## src/logic/eot_pkg.sv

```systemverilog
// package: register map, field layout, reset values and timing constants of the overflow timer
`default_nettype none
package eot_pkg;
   localparam int          ADDR_W          = 4;
   localparam int          DATA_W          = 32;
   localparam int          CNT_W           = 8;
   localparam int          SEL_W           = 3;
   // register byte offsets
   localparam logic [3:0]  OFF_CTRL        = 4'h0;
   localparam logic [3:0]  OFF_COUNT       = 4'h4;
   localparam logic [3:0]  OFF_MASK        = 4'h8;
   localparam logic [3:0]  OFF_FLAG        = 4'hc;
   // field positions
   localparam int          SEL_LSB         = 0;
   localparam int          OVF_BIT         = 0;
   localparam int          GIE_BIT         = 7;
   // reset values and count limits
   localparam logic [7:0]  CTRL_RST        = 8'h00;
   localparam logic [7:0]  COUNT_RST       = 8'h00;
   localparam logic [7:0]  MASK_RST        = 8'h00;
   localparam logic [7:0]  CNT_MAX         = 8'hff;
   localparam logic [7:0]  CNT_BOTTOM      = 8'h00;
   // clock source selector codes
   localparam logic [2:0]  SEL_STOP        = 3'h0;
   localparam logic [2:0]  SEL_DIV1        = 3'h1;
   localparam logic [2:0]  SEL_DIV8        = 3'h2;
   localparam logic [2:0]  SEL_DIV64       = 3'h3;
   localparam logic [2:0]  SEL_DIV256      = 3'h4;
   localparam logic [2:0]  SEL_DIV1024     = 3'h5;
   localparam logic [2:0]  SEL_EXT_FALL    = 3'h6;
   localparam logic [2:0]  SEL_EXT_RISE    = 3'h7;
   // prescaler taps and bus response codes
   localparam int          PRE_W           = 10;
   localparam int          TAP8            = 2;
   localparam int          TAP64           = 5;
   localparam int          TAP256          = 7;
   localparam int          TAP1024         = 9;
   localparam logic [1:0]  RESP_OKAY       = 2'h0;
   localparam logic [1:0]  RESP_SLVERR     = 2'h2;
endpackage : eot_pkg
`default_nettype wire

```

## src/logic/eot_timer.sv

```systemverilog
// 8-bit overflow timer with clock source select, sticky overflow flag and AXI4-Lite registers
`default_nettype none
module eot_timer
   import eot_pkg::*;
(
   input  wire logic                        CLOCK_I,
   input  wire logic                        RESET_I,
   input  wire logic                        EXT_COUNT_PIN_I,
   input  wire logic                        GLOBAL_IRQ_ENABLE_I,
   input  wire logic                        IRQ_VECTOR_ACK_I,
   input  wire logic [eot_pkg::ADDR_W-1:0]  S_AXI_AWADDR_I,
   input  wire logic                        S_AXI_AWVALID_I,
   output logic                             S_AXI_AWREADY_O,
   input  wire logic [eot_pkg::DATA_W-1:0]  S_AXI_WDATA_I,
   input  wire logic [3:0]                  S_AXI_WSTRB_I,
   input  wire logic                        S_AXI_WVALID_I,
   output logic                             S_AXI_WREADY_O,
   output logic [1:0]                       S_AXI_BRESP_O,
   output logic                             S_AXI_BVALID_O,
   input  wire logic                        S_AXI_BREADY_I,
   input  wire logic [eot_pkg::ADDR_W-1:0]  S_AXI_ARADDR_I,
   input  wire logic                        S_AXI_ARVALID_I,
   output logic                             S_AXI_ARREADY_O,
   output logic [eot_pkg::DATA_W-1:0]       S_AXI_RDATA_O,
   output logic [1:0]                       S_AXI_RRESP_O,
   output logic                             S_AXI_RVALID_O,
   input  wire logic                        S_AXI_RREADY_I,
   output logic                             IRQ_O
);
   import eot_pkg::*;

   function automatic logic mapped(input logic [ADDR_W-1:0] a);
      mapped = (a == OFF_CTRL) || (a == OFF_COUNT) || (a == OFF_MASK) || (a == OFF_FLAG);
   endfunction : mapped

   // ---------------- tick generation
   logic [3:0] pre_tick;
   logic       pin_rise;
   logic       pin_fall;
   logic       timer_tick;
   logic [SEL_W-1:0] sel_ff;

   eot_prescaler #(
      .PRE_WIDTH (PRE_W)
   ) u_pre (
      .clk_i  (CLOCK_I),
      .rst_i  (RESET_I),
      .tick_o (pre_tick)
   );

   eot_pin_sync u_pin (
      .clk_i  (CLOCK_I),
      .rst_i  (RESET_I),
      .pin_i  (EXT_COUNT_PIN_I),
      .rise_o (pin_rise),
      .fall_o (pin_fall)
   );

   always_comb begin
      unique case (sel_ff)
         SEL_STOP:     timer_tick = 1'b0;
         SEL_DIV1:     timer_tick = 1'b1;
         SEL_DIV8:     timer_tick = pre_tick[0];
         SEL_DIV64:    timer_tick = pre_tick[1];
         SEL_DIV256:   timer_tick = pre_tick[2];
         SEL_DIV1024:  timer_tick = pre_tick[3];
         SEL_EXT_FALL: timer_tick = pin_fall;
         SEL_EXT_RISE: timer_tick = pin_rise;
      endcase
   end

   // ---------------- AXI4-Lite write channel
   logic                aw_got_ff;
   logic                w_got_ff;
   logic [ADDR_W-1:0]   awaddr_ff;
   logic [7:0]          wdata_ff;
   logic                wstrb0_ff;
   logic                bvalid_ff;
   logic [1:0]          bresp_ff;
   logic                nxt_aw_got;
   logic                nxt_w_got;
   logic [ADDR_W-1:0]   nxt_awaddr;
   logic [7:0]          nxt_wdata;
   logic                nxt_wstrb0;
   logic                nxt_bvalid;
   logic [1:0]          nxt_bresp;
   logic                wr_do;

   assign wr_do = aw_got_ff && w_got_ff && !bvalid_ff;

   always_comb begin
      nxt_aw_got = aw_got_ff;
      nxt_w_got  = w_got_ff;
      nxt_awaddr = awaddr_ff;
      nxt_wdata  = wdata_ff;
      nxt_wstrb0 = wstrb0_ff;
      nxt_bvalid = bvalid_ff;
      nxt_bresp  = bresp_ff;
      if (S_AXI_AWVALID_I && !aw_got_ff) begin
         nxt_aw_got = 1'b1;
         nxt_awaddr = S_AXI_AWADDR_I;
      end
      if (S_AXI_WVALID_I && !w_got_ff) begin
         nxt_w_got  = 1'b1;
         nxt_wdata  = S_AXI_WDATA_I[7:0];
         nxt_wstrb0 = S_AXI_WSTRB_I[0];
      end
      if (wr_do) begin
         nxt_bvalid = 1'b1;
         nxt_bresp  = mapped(awaddr_ff) ? RESP_OKAY : RESP_SLVERR;
      end
      if (bvalid_ff && S_AXI_BREADY_I) begin
         nxt_bvalid = 1'b0;
         nxt_aw_got = 1'b0;
         nxt_w_got  = 1'b0;
      end
   end

   always_ff @(posedge CLOCK_I) begin
      if (RESET_I) begin
         aw_got_ff <= 1'b0;
         w_got_ff  <= 1'b0;
         awaddr_ff <= '0;
         wdata_ff  <= 8'h00;
         wstrb0_ff <= 1'b0;
         bvalid_ff <= 1'b0;
         bresp_ff  <= RESP_OKAY;
      end else begin
         aw_got_ff <= nxt_aw_got;
         w_got_ff  <= nxt_w_got;
         awaddr_ff <= nxt_awaddr;
         wdata_ff  <= nxt_wdata;
         wstrb0_ff <= nxt_wstrb0;
         bvalid_ff <= nxt_bvalid;
         bresp_ff  <= nxt_bresp;
      end
   end

   // ready is high while the channel's holding slot is empty
   logic awready_ff;
   logic wready_ff;
   always_ff @(posedge CLOCK_I) begin
      if (RESET_I) begin
         awready_ff <= 1'b0;
         wready_ff  <= 1'b0;
      end else begin
         awready_ff <= !nxt_aw_got && !(S_AXI_AWVALID_I && !aw_got_ff);
         wready_ff  <= !nxt_w_got && !(S_AXI_WVALID_I && !w_got_ff);
      end
   end

   // a write only lands when byte lane 0 is enabled
   logic wr_ctrl;
   logic wr_count;
   logic wr_mask;
   logic wr_flag;
   assign wr_ctrl  = wr_do && wstrb0_ff && (awaddr_ff == OFF_CTRL);
   assign wr_count = wr_do && wstrb0_ff && (awaddr_ff == OFF_COUNT);
   assign wr_mask  = wr_do && wstrb0_ff && (awaddr_ff == OFF_MASK);
   assign wr_flag  = wr_do && wstrb0_ff && (awaddr_ff == OFF_FLAG);

   // ---------------- timer core
   logic [CNT_W-1:0] count_ff;
   logic             ovf_ff;
   logic             ovf_en_ff;
   logic             irq_ff;
   logic [SEL_W-1:0] nxt_sel;
   logic [CNT_W-1:0] nxt_count;
   logic             nxt_ovf;
   logic             nxt_ovf_en;
   logic             nxt_irq;
   logic             wrap;

   always_comb begin
      nxt_sel    = sel_ff;
      nxt_count  = count_ff;
      nxt_ovf    = ovf_ff;
      nxt_ovf_en = ovf_en_ff;
      wrap       = timer_tick && (count_ff == CNT_MAX);
      if (wr_ctrl) begin
         nxt_sel = wdata_ff[SEL_LSB +: SEL_W];
      end
      if (wr_mask) begin
         nxt_ovf_en = wdata_ff[OVF_BIT];
      end
      if (timer_tick) begin
         nxt_count = count_ff + 8'h01;
      end
      if (wr_count) begin
         nxt_count = wdata_ff;
      end
      // clears first so that a coincident overflow still sets the flag
      if (IRQ_VECTOR_ACK_I || (wr_flag && wdata_ff[OVF_BIT])) begin
         nxt_ovf = 1'b0;
      end
      if (wrap) begin
         nxt_ovf = 1'b1;
      end
      nxt_irq = nxt_ovf && nxt_ovf_en && GLOBAL_IRQ_ENABLE_I;
   end

   always_ff @(posedge CLOCK_I) begin
      if (RESET_I) begin
         sel_ff    <= CTRL_RST[SEL_W-1:0];
         count_ff  <= COUNT_RST;
         ovf_ff    <= 1'b0;
         ovf_en_ff <= MASK_RST[OVF_BIT];
         irq_ff    <= 1'b0;
      end else begin
         sel_ff    <= nxt_sel;
         count_ff  <= nxt_count;
         ovf_ff    <= nxt_ovf;
         ovf_en_ff <= nxt_ovf_en;
         irq_ff    <= nxt_irq;
      end
   end

   // ---------------- AXI4-Lite read channel
   logic              rvalid_ff;
   logic              arready_ff;
   logic [DATA_W-1:0] rdata_ff;
   logic [1:0]        rresp_ff;
   logic              nxt_rvalid;
   logic              nxt_arready;
   logic [DATA_W-1:0] nxt_rdata;
   logic [1:0]        nxt_rresp;
   logic [7:0]        rd_byte;

   always_comb begin
      unique case (S_AXI_ARADDR_I)
         OFF_CTRL:  rd_byte = {5'h00, sel_ff};
         OFF_COUNT: rd_byte = count_ff;
         OFF_MASK:  rd_byte = {7'h00, ovf_en_ff};
         OFF_FLAG:  rd_byte = {7'h00, ovf_ff};
         default:   rd_byte = 8'h00;
      endcase
      nxt_rvalid  = rvalid_ff;
      nxt_arready = arready_ff;
      nxt_rdata   = rdata_ff;
      nxt_rresp   = rresp_ff;
      if (rvalid_ff && S_AXI_RREADY_I) begin
         nxt_rvalid  = 1'b0;
         nxt_arready = 1'b1;
      end else if (!rvalid_ff && arready_ff && S_AXI_ARVALID_I) begin
         nxt_rvalid  = 1'b1;
         nxt_arready = 1'b0;
         nxt_rdata   = {24'h000000, rd_byte};
         nxt_rresp   = mapped(S_AXI_ARADDR_I) ? RESP_OKAY : RESP_SLVERR;
      end else if (!rvalid_ff) begin
         nxt_arready = 1'b1;
      end
   end

   always_ff @(posedge CLOCK_I) begin
      if (RESET_I) begin
         rvalid_ff  <= 1'b0;
         arready_ff <= 1'b0;
         rdata_ff   <= '0;
         rresp_ff   <= RESP_OKAY;
      end else begin
         rvalid_ff  <= nxt_rvalid;
         arready_ff <= nxt_arready;
         rdata_ff   <= nxt_rdata;
         rresp_ff   <= nxt_rresp;
      end
   end

   assign S_AXI_AWREADY_O = awready_ff;
   assign S_AXI_WREADY_O  = wready_ff;
   assign S_AXI_BVALID_O  = bvalid_ff;
   assign S_AXI_BRESP_O   = bresp_ff;
   assign S_AXI_ARREADY_O = arready_ff;
   assign S_AXI_RVALID_O  = rvalid_ff;
   assign S_AXI_RDATA_O   = rdata_ff;
   assign S_AXI_RRESP_O   = rresp_ff;
   assign IRQ_O           = irq_ff;
endmodule : eot_timer
`default_nettype wire

```

## src/logic/eot_prescaler.sv

```systemverilog
// free-running prescaler giving one-cycle ticks at io_clock/8, /64, /256 and /1024
`default_nettype none
module eot_prescaler
   import eot_pkg::*;
#(
   parameter int PRE_WIDTH = PRE_W
) (
   input  wire logic       clk_i,
   input  wire logic       rst_i,
   output logic [3:0]      tick_o
);
   logic [PRE_WIDTH-1:0] pre_ff;
   logic [PRE_WIDTH-1:0] nxt_pre;

   always_comb begin
      nxt_pre = pre_ff + 1'b1;
   end

   always_ff @(posedge clk_i) begin
      if (rst_i) begin
         pre_ff <= '0;
      end else begin
         pre_ff <= nxt_pre;
      end
   end

   // tick when the low bits up to the tap are all ones
   assign tick_o[0] = &pre_ff[TAP8:0];
   assign tick_o[1] = &pre_ff[TAP64:0];
   assign tick_o[2] = &pre_ff[TAP256:0];
   assign tick_o[3] = &pre_ff[TAP1024:0];
endmodule : eot_prescaler
`default_nettype wire

```

## src/logic/eot_pin_sync.sv

```systemverilog
// samples the external count pin and emits one-cycle rise and fall pulses
`default_nettype none
module eot_pin_sync (
   input  wire logic       clk_i,
   input  wire logic       rst_i,
   input  wire logic       pin_i,
   output logic            rise_o,
   output logic            fall_o
);
   logic sync1_ff;
   logic sync2_ff;
   logic last_ff;

   always_ff @(posedge clk_i) begin
      if (rst_i) begin
         sync1_ff <= 1'b0;
         sync2_ff <= 1'b0;
         last_ff  <= 1'b0;
      end else begin
         sync1_ff <= pin_i;
         sync2_ff <= sync1_ff;
         last_ff  <= sync2_ff;
      end
   end

   assign rise_o = sync2_ff & ~last_ff;
   assign fall_o = ~sync2_ff & last_ff;
endmodule : eot_pin_sync
`default_nettype wire

```

## config.mk

```make
export PLATFORM = sky130hd
export DESIGN_NAME = eot_timer
export DESIGN_NICKNAME = d
export VERILOG_FILES = /design/src/logic/eot_pkg.sv /design/src/logic/eot_timer.sv /design/src/logic/eot_prescaler.sv /design/src/logic/eot_pin_sync.sv
export SDC_FILE = /design/constraint.sdc
export NUM_CORES = 1
export LEC_CHECK = 0
export ABC_AREA = 0
export BUFFER_PORTS_ARGS = -buffer_cell sky130_fd_sc_hd__buf_2
export CORE_MARGIN = 2
export CORE_UTILIZATION = 50
export CTS_BUF_LIST = sky130_fd_sc_hd__clkbuf_4
export DETAILED_ROUTE_END_ITERATION = 7
export PLACE_DENSITY_LB_ADDON = 0.3
export SLEW_MARGIN = 0
export SYNTH_ARGS = -nofsm -noshare
export SYNTH_HDL_FRONTEND = slang
export SYNTH_SLANG_ARGS = --single-unit
export TNS_END_PERCENT = 10
```

## constraint.sdc

```tcl
create_clock -name CLOCK_I -period 2.2 [get_ports CLOCK_I]
set_input_delay 0.66 -clock CLOCK_I [delete_from_list [all_inputs] [get_ports CLOCK_I]]
set_output_delay 0.66 -clock CLOCK_I [all_outputs]
set_load 0.005 [all_outputs]
```

### Word level (Yosys, flattened, before mapping)

Index checks and enable logic that the tools add are counted.

| operators by class | value |
|---|---|
| equality and inequality tests | 15 |
| $add $sub $neg | 2 |
| reductions and logical operators | 45 |
| bitwise gates (word level) | 5 |
| muxes and demuxes | 16 |

Operator list:

| cell | number |
|---|---|
| case mux 8 bit (4 select lines) | 1 |
| logical AND 1 bit | 19 |
| == test 4 bit, second input constant | 4 |
| two-way mux 8 bit | 2 |
| == test 3 bit, second input constant | 4 |
| adder 10 x 1 -> 10 bit, second input constant | 1 |
| two-way mux 1 bit | 10 |
| AND reduction 10 bit | 1 |
| adder 8 x 1 -> 8 bit, second input constant | 1 |
| == test 4 x 3 -> 1 bit, second input constant | 2 |
| == test 8 bit, second input constant | 1 |
| logical NOT 1 bit | 8 |
| logical NOT 4 bit | 2 |
| case mux 1 bit (8 select lines) | 1 |
| AND reduction 8 bit | 1 |
| logical OR 1 bit | 7 |
| == test 3 x 2 -> 1 bit, second input constant | 2 |
| AND reduction 6 bit | 1 |
| two-way mux 2 bit | 2 |
| OR reduction 2 bit | 2 |
| == test 3 x 1 -> 1 bit, second input constant | 1 |
| logical NOT 3 bit | 1 |
| inequality test 3 x 1 -> 1 bit, second input constant | 1 |
| inverter 1 bit | 3 |
| 4 further kinds | 5 |

| storage, ports and cells | value |
|---|---|
| output and inout port bits | 42 |
| bits of input ports | 54 |
| logic and storage cells | 105 |
| register bits after elaboration | 59 |

### Logic depth before layout (Yosys ltp)

| logic depth | value |
|---|---|
| depth in word-level cells | 10 |
| mapped depth | 8 |

### By module

Synthesis repeated with hierarchy kept, for this count alone.

| unflattened totals | value |
|---|---|
| cells, all modules | 282 |
| area total of the unflattened synthesis | 2,570.0 um^2 |

By module, submodules not included:

| module | cells an instance | instances | area each (um^2) |
|---|---|---|---|
| eot_timer | 226 | 1 | 2,025.7 |
| eot_prescaler | 48 | 1 | 452.9 |
| eot_pin_sync | 8 | 1 | 91.3 |

### Least setup slack after synthesis

OpenSTA, ideal clock, no wires.

| timing path | value |
|---|---|
| path type | reg-to-reg |
| start | reg u_pre.pre_ff[0] |
| end | reg irq_ff (netlist: IRQ_O) |
| slack | 0.312 ns |
| setup time | 0.103 ns |
| data required time | 2.097 ns |
| period minus slack after synthesis | 1.888 ns |
| arrival | 1.784 ns |
| stages on the path, launching flop included | 8 |
| buffers on the path | 0 |
| path through | dfxtp_1 -> ha_1 -> ha_1 -> a21oi_2 -> a31oi_1 -> o211ai_2 -> or3_1 -> a2111oi_2 |

| between the ends | value |
|---|---|
| word-level cells in the longest chain between the ends | 6 |

RTL lines:

| what | RTL line | RTL |
|---|---|---|
| start, declared | eot_prescaler.sv:12 | `logic [PRE_WIDTH-1:0] pre_ff;` |
| start signal, assigned | eot_prescaler.sv:23 | `pre_ff <= nxt_pre;` |
| AND reduction 10 bit, or another cell as far along | eot_prescaler.sv:31 | `assign tick_o[3] = &pre_ff[TAP1024:0];` |
| case mux 1 bit (8 select lines) (*) | eot_timer.sv:60 | `unique case (sel_ff)` |
| logical AND 1 bit (*) | eot_timer.sv:179 | `wrap = timer_tick && (count_ff == CNT_MAX);` |
| two-way mux 1 bit (*) | eot_timer.sv:196 | `if (wrap) begin` |
| logical AND 1 bit (*) (2 in a row) | eot_timer.sv:199 | `nxt_irq = nxt_ovf && nxt_ovf_en && GLOBAL_IRQ_ENABLE_I;` |
| end signal, assigned | eot_timer.sv:214 | `irq_ff <= nxt_irq;` |
| end, declared | eot_timer.sv:166 | `logic irq_ff;` |

Every way passes the cells marked *; elsewhere a longest branch is shown, timed or not.
A chain may end at the register's enable or synchronous reset.

### Final worst setup path

Ends and elaborated chain as after synthesis.

==> impl_metrics.py <==
metrics = {
    "outcome": {
        "status": "finished clean",
    },
    "sta": {
        "setup_viol": 0,
        "layout_setup_ws_ns": 0.147,
        "hold_viol": 0,
        "timing.final.crit_share_pct": 93.3,
        "post-route-min-period_ns": 2.05,
        "worst_slew_pin_slew_ns": 0.572,
        "slew_viol_final": 0,
        "clock.fmax_mhz": 487,
        "clock_skew_ns": 0.0101,
        "relSlewSlack_pct": 61.8,
    },
    "cts": {
        "clk_pin_slew_ns": 0.09,
        "cts_root_buffer": "clkbuf_4",
        "clock_latency_ns": 0.39,
        "cts_buffer_depth": 2,
        "cts_num_sinks": 57,
        "cts_hold_buffers": 0,
        "cts_max_level": 3,
        "cts_tree": "yes",
        "post_cts.repair.setup_buffers": 0,
        "cts_buffers": 9,
        "cts_resized": 0,
    },
    "setup_path": {
        "setup.worst_path.start_class": "flop",
        "cpMaxStageDelayCell": "a2111oi_2",
        "required_ns": 2.48,
        "critPathMostFrequentCell": "ha_1",
        "path_buf_inv": 0,
        "reg2reg_depth": 7,
        "worst_path_dominant_cell_family": "compound AO/OA/AOI/OAI gates",
        "max_stage_delay_ns": 0.41,
        "end_kind": "flop",
        "crit_arrival_ns": 2.33,
        "rrSetupSlack_ns": 0.15,
        "worstSetupPathType": "reg -> reg",
        "cp_cell_sequence": "ha_1 -> ha_1 -> a21oi_2 -> a31oi_2 -> o211ai_2 -> or3_1 -> a2111oi_2",
        "cp_max_fo": 4,
        "cp_num_cells": 7,
    },
    "layout": {
        "seq_area_sq_um": 1140,
        "stdcell_area_sq_um": 2860,
        "layout_commonest_cell": "dfxtp_1",
        "multiInputGateArea_sq_um": 1270,
        "fillers": 496,
        "drive_gt1_share_pct": 20.4,
        "syn_to_final_growth_pct": 10.3,
        "num_antenna_cells": 0,
        "nNetsFinal": 391,
        "layout_common_cells": "57 x dfxtp_1, 42 x buf_2, 31 x nor2_1, 30 x nand2_1, 26 x conb_1",
    },
    "hold_path": {
        "hp-class": "reg -> reg",
        "holdPathStages": 1,
    },
    "synthesis": {
        "yosysWarnings": 0,
        "yosysTopAreaCellShare_pct": 44.1,
        "ys_seq_elements": 57,
        "seq_area_frac_synth_pct": 44.1,
        "synth_edf_count": 0,
        "ys_types": 44,
        "syn_area_sq_um": 2590,
        "synth_area_leaders": "dfxtp_1 44%, buf_4 7.5%, nor2_1 4.5%",
        "syn-instance-count": 292,
        "synth_top_area_cell": "dfxtp_1",
        "ys_async_sr_fraction_pct": 0,
        "synth-main-ff-cell": "dfxtp_1",
        "syn-mean-instance-area_sq_um": 8.86,
    },
    "route": {
        "drc_errors": 0,
        "wire_per_inst_um": 11.5,
        "num_vias": 2063,
        "drt-initial-drc-count": 132,
        "viasPerCell": 5.06,
        "firstDrtPassIters": 4,
        "dr_wl_met3_um": 299,
        "wl_met2_um": 1990,
        "wl_um": 4710,
        "m1WireLength_um": 2330,
        "ant_nets": 0,
        "top_layer": "met4",
    },
    "place": {
        "dp_slack_ns": 0.119,
        "hpwlAfterDp_um": 3390,
        "io_buffers": 42,
        "place_area_sq_um": 2740,
        "gp_congestion": 0.832,
    },
    "pwr": {
        "powerDensity_nw_per_um2": 648,
        "leakage_nw": 1.18,
        "p_total_w": 0.00185,
        "vdd_drop_max_v": 0.000393,
    },
    "global_route": {
        "grt_max_degree": 50,
        "grt.overflow.total": 0,
        "grt_pass1_vias": 1873,
        "grt_use_total_pct": 17.7,
        "antenna_found_initial": 0,
        "grt_pass1_wl_um": 8210,
    },
    "floorplanning": {
        "die_h_um": 75.9,
        "die_w_um": 75.9,
        "start_util_pct": 51.3,
        "core-area_sq_um": 5040,
        "dieArea_sq_um": 5770,
        "rows": 26,
        "ios": 96,
    },
    "run": {
        "drv_cap": 0,
    },
}
per-stage QoR:
stage	instances	hold WS, ns	TNS [ns]	util [%]
finish	408	0.450	0	56.6
floorplan	317	0.414	0	-
global route	408	0.480	-0.00339	56.6
detailed placement	393	0.438	0	54.3
global placement	393	0.430	0	54.3
CTS	408	0.456	0	56.5
state kept, by name, indices dropped and copies added (netlist names), 3 cells and up:
register	flops
sel_ff	3
count_ff	8
S_AXI_RDATA_O	8
u_pre.pre_ff	10
wdata_ff	8
awaddr_ff	4
kinds of logic (layout without fill, tap and decap cells):
| kind of cell | after synthesis | in the layout | synth area share [%] |
|---|---|---|---|
| multiplexers | 8 | 8 | 3.58 |
| flip-flops | 57 | 57 | 44.1 |
| AND/OR/NAND/NOR | 122 | 122 | 24.0 |
| AO/OA/AOI/OAI | 54 | 54 | 14.5 |
| adder cells (fa/ha/maj) | 3 | 3 | 1.45 |
| other | 1 | 26 | 0.145 |
| XOR/XNOR | 5 | 5 | 1.69 |
| buffers and inverters | 42 | 63 | 10.5 |
layout make-up:
| type | count | share of cell area [%] |
|---|---|---|
| Sequential cell | 57 | 40.0 |
| Clock buffer | 14 | 3.68 |
| Clock inverter | 1 | 0.131 |
| Timing Repair Buffer | 45 | 8.15 |
| Inverter | 3 | 0.394 |
| Tap cell | 70 | 3.07 |
| Multi-Input combinational cell | 218 | 44.6 |
report_power, final:
group	leakage, nW	switching [W]	internal (W)
Clock	0.0660	0.000343	0.000288
Sequential	0.464	0.0000238	0.00106
Combinational	0.649	0.0000766	0.0000555
Total	1.18	0.000443	0.00141
metal layers:
metal,up-vias,track usage (%)
li1,1071,-
met1,920,24.1
met2,62,25.8
met3,10,5.24
met4,0,8.18
met5,-,0
final timing paths:
path,startpoint,endpoint
setup / recovery,u_pre.pre_ff[0],IRQ_O
hold / removal,u_pre.pre_ff[0],u_pre.pre_ff[0]
setup reg to reg,u_pre.pre_ff[0],IRQ_O
hold reg to reg,u_pre.pre_ff[0],u_pre.pre_ff[0]
synthesized netlist by cell type (2+ instances only):
cell and instances:
ha_1 3, a311oi_1 7, buf_2 2, mux2i_1 7
nor2_1 31, nand2_1 30, a211oi_1 4, a31oi_1 3
a21oi_1 17, and4_1 4, clkbuf_1 7, buf_6 2
nor2b_1 9, nor4_1 3, buf_4 26, inv_1 3
buf_1 2, nand2b_1 3, and3b_1 2, a22o_1 5
nand4_1 7, o21ai_0 10, nand3b_1 6, nor3_1 4
nand3_1 9, xnor2_1 2, and3_1 3, dfxtp_1 57
or3_1 7, xor2_1 3
worst reg2reg max path, stage by stage, from the launching register on:
cell       delay [ns]
dfxtp_1          0.36
ha_1             0.23
ha_1             0.19
a21oi_2          0.06
a31oi_2          0.19
o211ai_2         0.10
or3_1            0.40
a2111oi_2        0.41
(Power assumes the default switching activity.)
